$ cat src/shared/mode_pins_pkg.sv
// Package for the multiplexed control pin decoder of a dual converter.
// Assumes one core clock domain; all pins arrive asynchronous.
package mode_pins_pkg;
  localparam int  DATA_W       = 14;
  localparam int  SYNC_STAGES  = 2;
  localparam logic RESET_LVL   = 1'b0;
  localparam logic FMT_BINARY  = 1'b0;
  localparam logic FMT_TWOS    = 1'b1;
  localparam logic PHASE_SAME  = 1'b0;

  typedef enum logic [1:0] {
    PHASE_DIRECT,
    PHASE_WAIT,
    PHASE_ARMED
  } retimeState_t;

  // Serial-port facing signals
  typedef struct packed {
    logic serClk;
    logic serDataIn;
    logic serSelN;
  } serialPins_t;

  // Pin-mode configuration
  typedef struct packed {
    logic twosComp;
    logic powerDown;
    logic retimeArmed;
  } pinConfig_t;
endpackage : mode_pins_pkg

$ cat src/pin_sync.sv
// Two-flop level synchroniser, width parameterised.
// Assumes inputs are asynchronous to core_clk.
`timescale 1ns/100ps
module pin_sync
  import mode_pins_pkg::*;
#(
  parameter int WIDTH = 1
) (
  input  wire logic             core_clk,
  input  wire logic             reset,
  input  wire logic [WIDTH-1:0] asyncIn,
  output logic      [WIDTH-1:0] syncOut
);
  logic [WIDTH-1:0] stage1_q;

  // First stage feeds only the second stage
  always_ff @(posedge core_clk or posedge reset) begin
    if (reset) begin
      stage1_q <= '0;
      syncOut  <= '0;
    end else begin
      stage1_q <= asyncIn;
      syncOut  <= stage1_q;
    end
  end
endmodule : pin_sync

$ cat src/mode_pin_decoder.sv
// Decoder for the mode strap and the three shared control pins.
// Assumes core_clk samples all pins, including the qualify clock.
`timescale 1ns/100ps
// Operation
// [RULE1] Strap low selects serial-port mode; shared pins carry serial functions.
// [RULE2] Strap high pulse in serial mode restores serial registers to defaults.
// [RULE3] Strap high selects pin mode; shared pins become configuration inputs.
// [RULE4] Serial mode: clock/phase pin is the serial clock from host.
// [RULE5] Serial mode: data pin is bidirectional, each side drives its phase.
// [RULE6] Serial mode: select pin is active-low; traffic honoured only while low.
// [RULE7] Pin mode: phase pin sets the retiming clock phase.
// [RULE8] Host holds phase pin at zero when both clocks are the same.
// [RULE9] Pin mode: phase pin rising edge triggers the internal retime.
// [RULE10] Pin mode: format pin low means straight binary samples.
// [RULE11] Pin mode: format pin high means twos complement samples.
// [RULE12] Pin mode: power-down pin high powers down all but serial port.
// [RULE13] Sample data is qualified by the data-qualifying clock.
// [RULE14] Format and power-down are synchronised before use.
module mode_pin_decoder
  import mode_pins_pkg::*;
#(
  parameter int DW = DATA_W
) (
  input  wire logic          core_clk,
  input  wire logic          reset,
  input  wire logic          pin_control_mode,
  input  wire logic          clkPhasePin,
  input  wire logic          dataFmtPinIn,
  output logic               dataFmtPinOut,
  output logic               dataFmtPinOe,
  input  wire logic          selPwrPin,
  input  wire logic          data_qualify_clock,
  input  wire logic [DW-1:0] sampleIn,
  input  wire logic          serDataOut,
  input  wire logic          serDataDrive,
  output serialPins_t        serialPins,
  output logic               serialActive,
  output logic               serialRegReset,
  output pinConfig_t         pinConfig,
  output logic               retimeTrigger,
  output logic [DW-1:0]      sampleOut,
  output logic               sampleValid
);
  // Strap, phase, format, select and qualify clock
  localparam int PIN_COUNT = 5;

  logic [PIN_COUNT-1:0] syncRaw;
  logic [PIN_COUNT-1:0] syncd;
  logic       strapS;
  logic       phaseS;
  logic       fmtS;
  logic       selS;
  logic       dclkS;
  logic       strapPrev_q;
  logic       phasePrev_q;
  logic       dclkPrev_q;
  logic [DW-1:0] dataS1_q;
  logic [DW-1:0] dataS2_q;
  retimeState_t state_q;
  retimeState_t state_d;
  logic       pinMode;
  logic       phaseRise;
  logic       dclkRise;
  logic       strapFall;
  pinConfig_t cfg_d;
  pinConfig_t cfg_q;

  localparam serialPins_t SER_IDLE = '{serClk: 1'b0, serDataIn: 1'b0, serSelN: 1'b1};

  // Rising edge of a synced level against its last value
  function automatic logic risingEdge(input logic cur, input logic prev);
    return cur & ~prev;
  endfunction : risingEdge

  assign syncRaw = {pin_control_mode, clkPhasePin, dataFmtPinIn, selPwrPin,
                    data_qualify_clock};

  // [RULE14] Two flops on every pin
  pin_sync #(.WIDTH(PIN_COUNT)) uSync (
    .core_clk (core_clk),
    .reset    (reset),
    .asyncIn  (syncRaw),
    .syncOut  (syncd)
  );

  assign {strapS, phaseS, fmtS, selS, dclkS} = syncd;

  // [RULE1] Strap low means serial mode
  // [RULE3] Strap high means pin mode
  assign pinMode   = strapS;
  assign phaseRise = risingEdge(phaseS, phasePrev_q);
  assign dclkRise  = risingEdge(dclkS, dclkPrev_q);
  assign strapFall = ~strapS & strapPrev_q;

  // [RULE4] Phase pin routed as serial clock
  // Pin mode parks the serial lines deselected
  assign serialPins = pinMode ? SER_IDLE : serialPins_t'({phaseS, fmtS, selS});

  // [RULE6] Active only while select low
  assign serialActive = ~pinMode & ~selS;

  // [RULE5] Drive data pin only in device phase
  assign dataFmtPinOe  = ~pinMode & ~selS & serDataDrive;
  assign dataFmtPinOut = serDataOut;

  // Phase already high on entry waits for a fresh rise
  // [RULE7] Phase pin low runs retime direct until a rise arms it
  always_comb begin
    state_d = state_q;
    case (state_q)
      PHASE_DIRECT: if (pinMode && phaseS != PHASE_SAME) state_d = PHASE_WAIT;
      PHASE_WAIT:   if (!pinMode || phaseS == PHASE_SAME) state_d = PHASE_DIRECT;
      PHASE_ARMED:  if (!pinMode) state_d = PHASE_DIRECT;
      default:      state_d = PHASE_DIRECT;
    endcase
    // [RULE9] Rising edge arms retime
    if (pinMode && phaseRise) state_d = PHASE_ARMED;
  end

  // [RULE10] Low format is binary
  // [RULE11] High format is twos complement
  // [RULE12] Power-down only in pin mode
  always_comb begin
    cfg_d             = cfg_q;
    cfg_d.retimeArmed = (state_d == PHASE_ARMED);
    if (pinMode) begin
      cfg_d.twosComp  = (fmtS == FMT_TWOS);
      cfg_d.powerDown = selS;
    end else begin
      cfg_d.twosComp  = FMT_BINARY;
      cfg_d.powerDown = 1'b0;
    end
  end

  always_ff @(posedge core_clk or posedge reset) begin
    if (reset) begin
      strapPrev_q <= RESET_LVL;
      phasePrev_q <= 1'b0;
      dclkPrev_q  <= 1'b0;
      state_q     <= PHASE_DIRECT;
      cfg_q       <= '0;
    end else begin
      strapPrev_q <= strapS;
      phasePrev_q <= phaseS;
      dclkPrev_q  <= dclkS;
      state_q     <= state_d;
      cfg_q       <= cfg_d;
    end
  end

  assign pinConfig = cfg_q;

  // Held high in reset so serial registers start at defaults
  // [RULE2] Strap pulse resets serial registers
  always_ff @(posedge core_clk or posedge reset) begin
    if (reset) begin
      serialRegReset <= 1'b1;
      retimeTrigger  <= 1'b0;
    end else begin
      serialRegReset <= strapFall;
      retimeTrigger  <= pinMode & phaseRise;
    end
  end

  // Data sampled twice; host holds it steady around the qualify edge
  always_ff @(posedge core_clk or posedge reset) begin
    if (reset) begin
      dataS1_q    <= '0;
      dataS2_q    <= '0;
      sampleOut   <= '0;
      sampleValid <= 1'b0;
    end else begin
      dataS1_q    <= sampleIn;
      dataS2_q    <= dataS1_q;
      // [RULE13] Capture on qualify clock edge
      sampleValid <= dclkRise & ~cfg_q.powerDown;
      if (dclkRise && !cfg_q.powerDown) begin
        sampleOut <= dataS2_q;
      end
    end
  end

  // [RULE2] Pulse after strap fall
  chk_strap_reset: assert property (@(posedge core_clk) disable iff (reset) // [RULE2]
    strapFall |=> serialRegReset) else $error("serial reset missed");
  // [RULE5] No drive in pin mode
  chk_data_drive: assert property (@(posedge core_clk) disable iff (reset) // [RULE5]
    pinMode |-> !dataFmtPinOe) else $error("data pin driven in pin mode");
  // [RULE6] Select high blocks traffic
  chk_select_gate: assert property (@(posedge core_clk) disable iff (reset) // [RULE6]
    selS |-> !serialActive && !dataFmtPinOe) else $error("active while deselected");
  // [RULE9] Edge gives trigger
  chk_retime_edge: assert property (@(posedge core_clk) disable iff (reset) // [RULE9]
    (pinMode && phaseRise) |=> retimeTrigger ##0 pinConfig.retimeArmed)
    else $error("retime edge lost");
  // [RULE11] Format high gives twos
  chk_fmt_twos: assert property (@(posedge core_clk) disable iff (reset) // [RULE11]
    (pinMode && fmtS) |=> pinConfig.twosComp) else $error("format not twos");
  // [RULE10] Format low gives binary
  chk_fmt_bin: assert property (@(posedge core_clk) disable iff (reset) // [RULE10]
    !fmtS |=> !pinConfig.twosComp) else $error("format not binary");
  // [RULE12] Power-down follows pin
  chk_power_down: assert property (@(posedge core_clk) disable iff (reset) // [RULE12]
    (pinMode && selS) |=> pinConfig.powerDown ##1 !sampleValid)
    else $error("power down ignored");
  // [RULE1] Serial mode keeps power on
  chk_serial_mode: assert property (@(posedge core_clk) disable iff (reset) // [RULE1]
    !pinMode |=> !pinConfig.powerDown) else $error("power down in serial mode");
  // [RULE13] Valid only after qualify edge
  chk_qualify_edge: assert property (@(posedge core_clk) disable iff (reset) // [RULE13]
    sampleValid |-> $past(dclkRise)) else $error("sample without qualify edge");

  // [RULE2] Reset pulse lasts one cycle
  chk_strap_once: assert property (@(posedge core_clk) disable iff (reset) // [RULE2]
    serialRegReset |=> !serialRegReset) else $error("serial reset too long");
  // [RULE3] No retime outside pin mode
  chk_retime_refuse: assert property (@(posedge core_clk) disable iff (reset) // [RULE3]
    !pinMode |=> !retimeTrigger) else $error("retime in serial mode");
  // [RULE7] Armed phase holds in pin mode
  chk_armed_hold: assert property (@(posedge core_clk) disable iff (reset) // [RULE7]
    (pinMode && pinConfig.retimeArmed) |=> pinConfig.retimeArmed)
    else $error("retime phase dropped");
  // [RULE14] Config lags the synced pin
  chk_sync_lag: assert property (@(posedge core_clk) disable iff (reset) // [RULE14]
    ($rose(fmtS) && $past(pinMode)) |-> !pinConfig.twosComp)
    else $error("format used before sync");

  cov_serial_xfer: cover property (@(posedge core_clk) serialActive [*4]);
  cov_strap_pulse: cover property (@(posedge core_clk) disable iff (reset)
    strapFall ##1 serialRegReset);
  cov_retime: cover property (@(posedge core_clk) retimeTrigger);
  cov_sample: cover property (@(posedge core_clk) sampleValid ##[1:40] sampleValid);
  cov_power_down: cover property (@(posedge core_clk) pinConfig.powerDown && dclkRise);
endmodule : mode_pin_decoder

$ cat config.mk
export PLATFORM = sky130hd
export DESIGN_NAME = mode_pin_decoder
export DESIGN_NICKNAME = d
export VERILOG_FILES = /design/src/shared/mode_pins_pkg.sv /design/src/pin_sync.sv /design/src/mode_pin_decoder.sv
export SDC_FILE = /design/constraint.sdc
export NUM_CORES = 1
export LEC_CHECK = 0
export BUFFER_PORTS_ARGS = -buffer_cell sky130_fd_sc_hd__buf_2
export CAP_MARGIN = 10
export CORE_MARGIN = 3
export CORE_UTILIZATION = 37
export CTS_CLUSTER_DIAMETER = 120
export CTS_CLUSTER_SIZE = 20
export DETAILED_ROUTE_END_ITERATION = 8
export GPL_TIMING_DRIVEN = 0
export HOLD_SLACK_MARGIN = 0.05
export PLACE_DENSITY = 0.63
export SLEW_MARGIN = 20
export SYNTH_ARGS = -nofsm -noshare
export SYNTH_HDL_FRONTEND = slang
export SYNTH_SLANG_ARGS = --single-unit
$ cat constraint.sdc
create_clock -name core_clk -period 5.8 [get_ports core_clk]
set_input_delay 1.16 -clock core_clk [delete_from_list [all_inputs] [get_ports core_clk]]
set_output_delay 1.16 -clock core_clk [all_outputs]
set_load 0.05 [all_outputs]
# Word-level counts from Yosys, hierarchy flattened
# Cells that the tools add are included.
[totals]
inputBits = 23
register_bits = 63
elab_cells = 45
out_inout_bits = 26
[classes]
n_bitwise = 13
reduce_logical = 7
n_mux = 7
eq_ne = 3
[op_table]
columns = ["operator", "count"]
rows = [
  ["2-to-1 mux 2 bit", 5],
  ["bitwise AND 1 bit", 7],
  ["NOT 1 bit", 6],
  ["case mux 2 bit (3 select lines)", 1],
  ["== test 2 bit (second input constant)", 2],
  ["logical AND 1 bit", 3],
  ["2-to-1 mux 3 bit", 1],
  ["== test 2 x 1 -> 1 bit (second input constant)", 1],
  ["logical NOT 1 bit", 2],
  ["logical NOT 2 bit", 1],
  ["logical OR 1 bit", 1],
]

# Logic depth before layout (Yosys ltp)
# Gate-level depths: netlist (run 1).
[logic_depth]
depth_word = 6
mapped_depth = 3
mapped_depth_nobuf = 2

# Hierarchy
# A second synthesis (run 1) with hierarchy kept.
[hier_totals]
cells_unflattened = 97
area_unflattened_um2 = 1910.6
[by_module_without_submodules]
columns = ["mod", "n_inst", "area_per_inst_um2", "cells_each", "seq_area_each_um2"]
rows = [
  ["mode_pin_decoder", 1, 1656.6, 86, 1327.5],
  ["pin_sync", 1, 254.0, 11, 250.2],
]

# Worst setup path before layout (run 1)
# Ideal clock, no wire load.
[synth_timing]
path_type = "flip-flop to output port"
from = "register uSync.syncOut[4]"
to = "output dataFmtPinOe"
stages_incl_launch_ff = 3
setup_slack_ns = 2.939
t_required_ns = 4.640
n_path_buf = 0
arrival_time_ns = 1.701
cell_sequence = "dfrtp_1 -> nor2_1 -> and2_1"
[synth_between]
elab_chain_len = 3
[synth_lines]
columns = ["item", "line_no", "text"]
rows = [
  ["start, declared", "pin_sync.sv:12", "output logic [WIDTH-1:0] syncOut"],
  ["start signal, assigned", "pin_sync.sv:23", "syncOut <= stage1_q;"],
  ["NOT 1 bit", "--", ""],
  ["bitwise AND 1 bit", "--", ""],
  ["named net serialActive", "mode_pin_decoder.sv:37", "output logic serialActive,"],
  ["bitwise AND 1 bit", "mode_pin_decoder.sv:103", "assign dataFmtPinOe = ~pinMode & ~selS & serDataDrive;"],
  ["end, declared", "mode_pin_decoder.sv:30", "output logic dataFmtPinOe,"],
]
# The timed path passes the listed nets, and every way through them passes these cells.

# Worst setup path after layout (run 1)
[layout_timing]
from = "input serDataDrive"
to = "output dataFmtPinOe"
[layout_between]
elab_chain_len = 1
[layout_lines]
columns = ["item", "line_no", "text"]
rows = [
  ["start, declared", "mode_pin_decoder.sv:35", "input wire logic serDataDrive,"],
  ["bitwise AND 1 bit", "mode_pin_decoder.sv:103", ""],
]
# Every way passes these cells.

==> run metrics, run 1 <==
worst path buffer plus inverter count=2; Overflow after GRT=0; status=completed; Starting Density=0.3933; antenna-violating nets left=0; share of cells above drive strength 1=0.5094; CTS tree=done; Total Neg Setup Slack=0 ns; Post-Syn Nets=119; Synth cell types=15; final count of pins violating max slew=0; critical path depth=3; initial antenna violation count=0; Layout Skew=0.006737 ns; register area=1578 um^2; Die X=77.79 um; Worst Path Arrival=1.60 ns; Setup Crit Path Kind=in -> out; RSZ-0062 raised after global routing=no; DRC marker count from the first detailed-route iteration=32; register bit total from synthesis=63; worst reg2reg startpoint=dclkPrev_q; peak supply drop=0.0002076 V; Filler Cells Inserted=442; vias in the first global route=986; CTS Buf Count=9; worst slew pin tran=0.7259 ns; final WL=2.939 mm; Area contributors post-synth=dfrtp_1 (81%), mux2_4 (7.1%), mux2_2 (3.0%); multi-input logic area=294.0 um^2; Final Core Density=0.5027; post-CTS setup buffers=0; # clock sinks=63; wire per inst=13.00 um; CP Launch Type=primary input; Mapped Area=1907 um^2; GP Congestion=0.6448; min-delay worst type=reg -> reg; total power=1.025 mW; DP Wirelength=1.963 mm; data required time of the worst path=4.64 ns; Core ar.=4848 um^2; CTS clk-pin slew, worst paths=0.06 ns; first-pass GRT wire length=4.809 mm; share of the synthesized area in the top cell type=0.8136; final hold slack=0.3479 ns; clk_lat worst skew=0.33 ns; DRT Pass-1 Iters=2; Top Ports=49; largest net degree at the start of global routing=64; vias per inst=4.093; post-synthesis cell count=96; cell mode on critical path=buf_2; PD cells=420.5 nW/um^2; Critical Path End Type=output pin; fin crit period=2.760 ns; Critical-path top delay cell=buf_2; CP max FO=1; max incr delay on CP=0.25 ns; crit-path cells=buf_2 -> and2_1 -> buf_2; Antenna diodes=0; htree depth=3; leading area contributor after synthesis=dfrtp_1; Worst R2R Setup Slack=4.38 ns; Final setup viols=0; die height=77.79 um; Final nets=177; final hold vios=0; Hold Buf Count CTS=0; register area share after synthesis=0.8274; CP Launch Point=serDataDrive; via count=925; GRT Resource Usage Total=0.1111; post-CTS sizing=0; Area Growth Syn to Fin=27.82%; Relative slew margins=0.5161; Final period util=0.4758; Die Footprint=6051 um^2; Max Root-Sink Buffers=2; row cnt=25; root buffer cell=clkbuf_8; Mapped Avg Cell Area=19.86 um^2; max-capacitance violation count=0; R2R depth=3; Leakage=1.190 nW; PortBufs=47; YS warnings=0; DRC viols=0; Peak Freq=362.3 MHz; Critical Path Sink=dataFmtPinOe; CP delay by family, top=buffers and inverters; Worst R2R End=sampleOut[13]
stage by stage:
| step | area (um^2) | instances | setup WS [ns] |
|---|---|---|---|
| after floorplan | 1907 | 96 | 2.939 |
| after CTS | 2437 | 226 | 3.032 |
| after global placement | 2226 | 210 | 2.516 |
| final | 2437 | 226 | 3.040 |
| after global routing | 2437 | 226 | 3.012 |
| after detailed placement | 2228 | 210 | 3.032 |
per-layer routing:
| metal | GRT usage | vias to the layer above | share of wire | wire length [um] |
|---|---|---|---|---|
| li1 | - | 424 | - | - |
| met1 | 0.1191 | 462 | 0.41 | 1192 |
| met2 | 0.1670 | 31 | 0.49 | 1449 |
| met3 | 0.05800 | 8 | 0.073 | 216 |
| met4 | 0.08007 | 0 | 0.027 | 80 |
| met5 | 0 | - | 0 | 0 |
final cells by class:
type                       instances  share of cell area
timing repair buffer              47             0.09651
tap                               67             0.03439
buffer                             2             0.01129
clock buffer                      13             0.06930
clock inverter                     3             0.01643
sequential                        63              0.6473
inverter                           2            0.004107
multi-input combinational         29              0.1206
logic make-up (layout without fill, tap and decap cells):
logic type / count (synthesis) / in the layout / share of synthesized area
buffers and inverters: 4 / 67 / 0.01838
muxes: 14 / 14 / 0.1004
AOI/OAI and AO/OA: 2 / 2 / 0.007872
and+or+nand+nor: 13 / 13 / 0.04593
DFF: 63 / 63 / 0.8274
Yosys cell counts, drive strengths merged:
library cell and n:
buf 2, and2 3, dfrtp 62, dfstp 1, nor2 2, nand2 1
nor2b 3, a21boi 2, inv 2, mux2 14, nor3b 2, nand2b 2
cell usage in the layout, fill, tap and decap left out, drive strengths merged:
| cell type | n |
|---|---|
| dfrtp | 62 |
| buf | 49 |
| mux2 | 14 |
| clkbuf | 13 |
| and2 | 3 |
| nor2b | 3 |
| nor2 | 2 |
| nand2b | 2 |
| a21boi | 2 |
| clkinv | 2 |
| nor3b | 2 |
| inv | 2 |
| nand2 | 1 |
| bufinv | 1 |
| dfstp | 1 |
power breakdown:
| part | total (mW) | switching (mW) | internal (mW) | leakage (nW) |
|---|---|---|---|---|
| Sequential | 0.489 | 0.0149 | 0.474 | 0.745 |
| Clock | 0.386 | 0.153 | 0.232 | 0.109 |
| Combinational | 0.150 | 0.106 | 0.0444 | 0.336 |
| Total | 1.02 | 0.274 | 0.751 | 1.19 |
worst min-delay path by stage:
stage / start / end / slack, ns / cells after the start
floorplan: dataS1_q[0] / dataS2_q[0] / 0.33 / 0
CTS: uSync.stage1_q[2] / uSync.syncOut[2] / 0.35 / 0
detailed placement: uSync.stage1_q[2] / uSync.syncOut[2] / 0.34 / 0
global placement: dataS1_q[12] / dataS2_q[12] / 0.33 / 0
finish: dataS1_q[11] / dataS2_q[11] / 0.35 / 0
global route: dataS1_q[5] / dataS2_q[5] / 0.36 / 0
worst register-to-register path: cells and delay by family, from the launching register on:
kind,cells,cell delay [ns]
DFF,1,0.39
and+or+nand+nor,1,0.40
muxes,1,0.31
buffers and inverters,1,0.21
state kept, by name, summed over array words and instances, names as in the netlist:
signal / flops
retimeTrigger: 1
uSync.stage1_q: 5
dclkPrev_q: 1
sampleValid: 1
phasePrev_q: 1
state_q: 2
dataS2_q: 14
pinConfig: 3
dataS1_q: 14
serialRegReset: 1
uSync.syncOut: 5
sampleOut: 14
strapPrev_q: 1
Note: power is estimated with default switching activity, not from simulation.
==> inputs of run 2 (changes only) <==
--- a/config.mk
+++ b/config.mk
@@ -14,7 +14,7 @@
 export DETAILED_ROUTE_END_ITERATION = 8
 export GPL_TIMING_DRIVEN = 0
 export HOLD_SLACK_MARGIN = 0.05
-export PLACE_DENSITY = 0.63
+export PLACE_DENSITY = 0.65
 export SLEW_MARGIN = 20
 export SYNTH_ARGS = -nofsm -noshare
 export SYNTH_HDL_FRONTEND = slang
==> constraint.sdc (replaced) <==
create_clock -name core_clk -period 2.3 [get_ports core_clk]
set_input_delay 0.46 -clock core_clk [delete_from_list [all_inputs] [get_ports core_clk]]
set_output_delay 0.46 -clock core_clk [all_outputs]
set_load 0.05 [all_outputs]
==> run metrics, run 2 (synthesized netlist as in run 1, its figures left out) <==
antenna-violating nets left=0; CTS clk-pin slew, worst paths=0.07 ns; CTS Buf Count=9; Max Root-Sink Buffers=2; Area Growth Syn to Fin=29.66%; htree depth=3; wire per inst=12.54 um; final count of pins violating max slew=0; Die X=77.79 um; Overflow after GRT=0; worst slew pin tran=0.7401 ns; Final nets=177; final hold slack=0.2241 ns; vias per inst=4.097; first-pass GRT wire length=4.809 mm; fin crit period=1.873 ns; Final period util=0.8145; clk_lat worst skew=0.34 ns; Antenna diodes=0; largest net degree at the start of global routing=64; max-capacitance violation count=0; initial antenna violation count=0; row cnt=25; share of cells above drive strength 1=0.5157; PortBufs=47; Critical-path top delay cell=dfrtp_1; Core ar.=4848 um^2; CP max FO=10; die height=77.79 um; DRC marker count from the first detailed-route iteration=26; Final setup viols=0; final hold vios=0; vias in the first global route=1007; status=completed; Layout Skew=0.005763 ns; root buffer cell=clkbuf_8; Leakage=1.200 nW; min-delay worst type=in -> reg; RSZ-0062 raised after global routing=no; Filler Cells Inserted=430; post-CTS sizing=0; CTS tree=done; data required time of the worst path=1.84 ns; CP delay by family, top=flip-flops; worst path buffer plus inverter count=1; DP Wirelength=1.831 mm; GP Congestion=0.6763; # clock sinks=63; Total Neg Setup Slack=0 ns; Top Ports=49; PD cells=1115 nW/um^2; biggest regs=dataS1_q: 14 flops, dataS2_q: 14 flops, sampleOut: 14 flops; CP Launch Type=register; final WL=2.835 mm; commonest non-fill, non-tap cell in the layout=dfrtp_1; max incr delay on CP=0.49 ns; Peak Freq=533.8 MHz; post-CTS setup buffers=0; Hold Buf Count CTS=0; crit-path cells=nor2_1 -> and2_1 -> buf_2; Die Footprint=6051 um^2; Setup Crit Path Kind=reg -> out; peak supply drop=0.0007225 V; Starting Density=0.3933; GRT Resource Usage Total=0.1100; Critical Path End Type=output pin; DRT Pass-1 Iters=3; via count=926; Worst Path Arrival=1.41 ns; most frequent cells in the layout=dfrtp_1 (62), buf_2 (47), mux2_4 (9), clkbuf_8 (9), mux2_2 (5); DRC viols=0; Relative slew margins=0.5066
run 2: changes by cell type in the layout (fill, tap and decap cells not counted), sizes merged:
cell / change
inv: +1
clkinvlp: +1
clkbuf: -4
bufinv: +2
run 2: power breakdown:
| part | leakage [nW] | switching (mW) | internal, mW |
|---|---|---|---|
| clock | 0.120 | 0.424 | 0.723 |
| sequential | 0.745 | 0.0383 | 1.20 |
| combinational | 0.336 | 0.264 | 0.112 |
run 2: layout make-up:
| cell class | instances | area (um^2) | area share |
|---|---|---|---|
| Sequential cell | 63 | 1578 | 0.6382 |
| Buffer | 2 | 27.53 | 0.01113 |
| Inverter | 2 | 10.01 | 0.004049 |
| Timing Repair Buffer | 47 | 235.2 | 0.09514 |
| Multi-Input combinational cell | 29 | 294.0 | 0.1189 |
| Clock inverter | 7 | 120.1 | 0.04858 |
| Clock buffer | 9 | 123.9 | 0.05010 |
| Tap cell | 67 | 83.83 | 0.03391 |
run 2: path summary, 6_finish.rpt:
check | slack (ns) | start | endpoint | cells after the start
setup / recovery | 0.43 | uSync.syncOut[4] | dataFmtPinOe | 3
hold / removal | 0.22 | sampleIn[9] | dataS1_q[9] | 1
setup reg to reg | 0.88 | pinConfig[1] | sampleOut[0] | 3
hold reg to reg | 0.35 | uSync.stage1_q[2] | uSync.syncOut[2] | 0
max in group asynchronous | 1.56 | reset | sampleOut[6] | 2
min in group asynchronous | 0.25 | reset | dataS1_q[1] | 2
run 2: per-stage QoR:
step	worst slack [ns]	util	cells	power (mW)	area (um^2)
after floorplan	0.1391	-	96	1.539	1907
after global placement	-0.2438	0.4591	210	1.628	2226
after detailed placement	0.7593	0.4596	210	1.639	2228
after CTS	0.3789	0.5099	226	2.803	2472
after global routing	0.3188	0.5099	226	2.876	2472
final	0.4265	0.5099	226	2.757	2472
run 2: metal layers:
layer	up-vias	share of wire	GRT usage
li1	424	-	-
met1	458	0.39	0.1179
met2	34	0.50	0.1635
met3	10	0.079	0.06613
met4	0	0.030	0.06940
met5	-	0	0
run 2: worst register-to-register path: cells and delay by family, from the launching register on:
kind,cells,cell delay (ns)
multiplexers,1,0.30
flip-flops,1,0.41
AND/OR/NAND/NOR,1,0.39
buffers and inverters,1,0.20
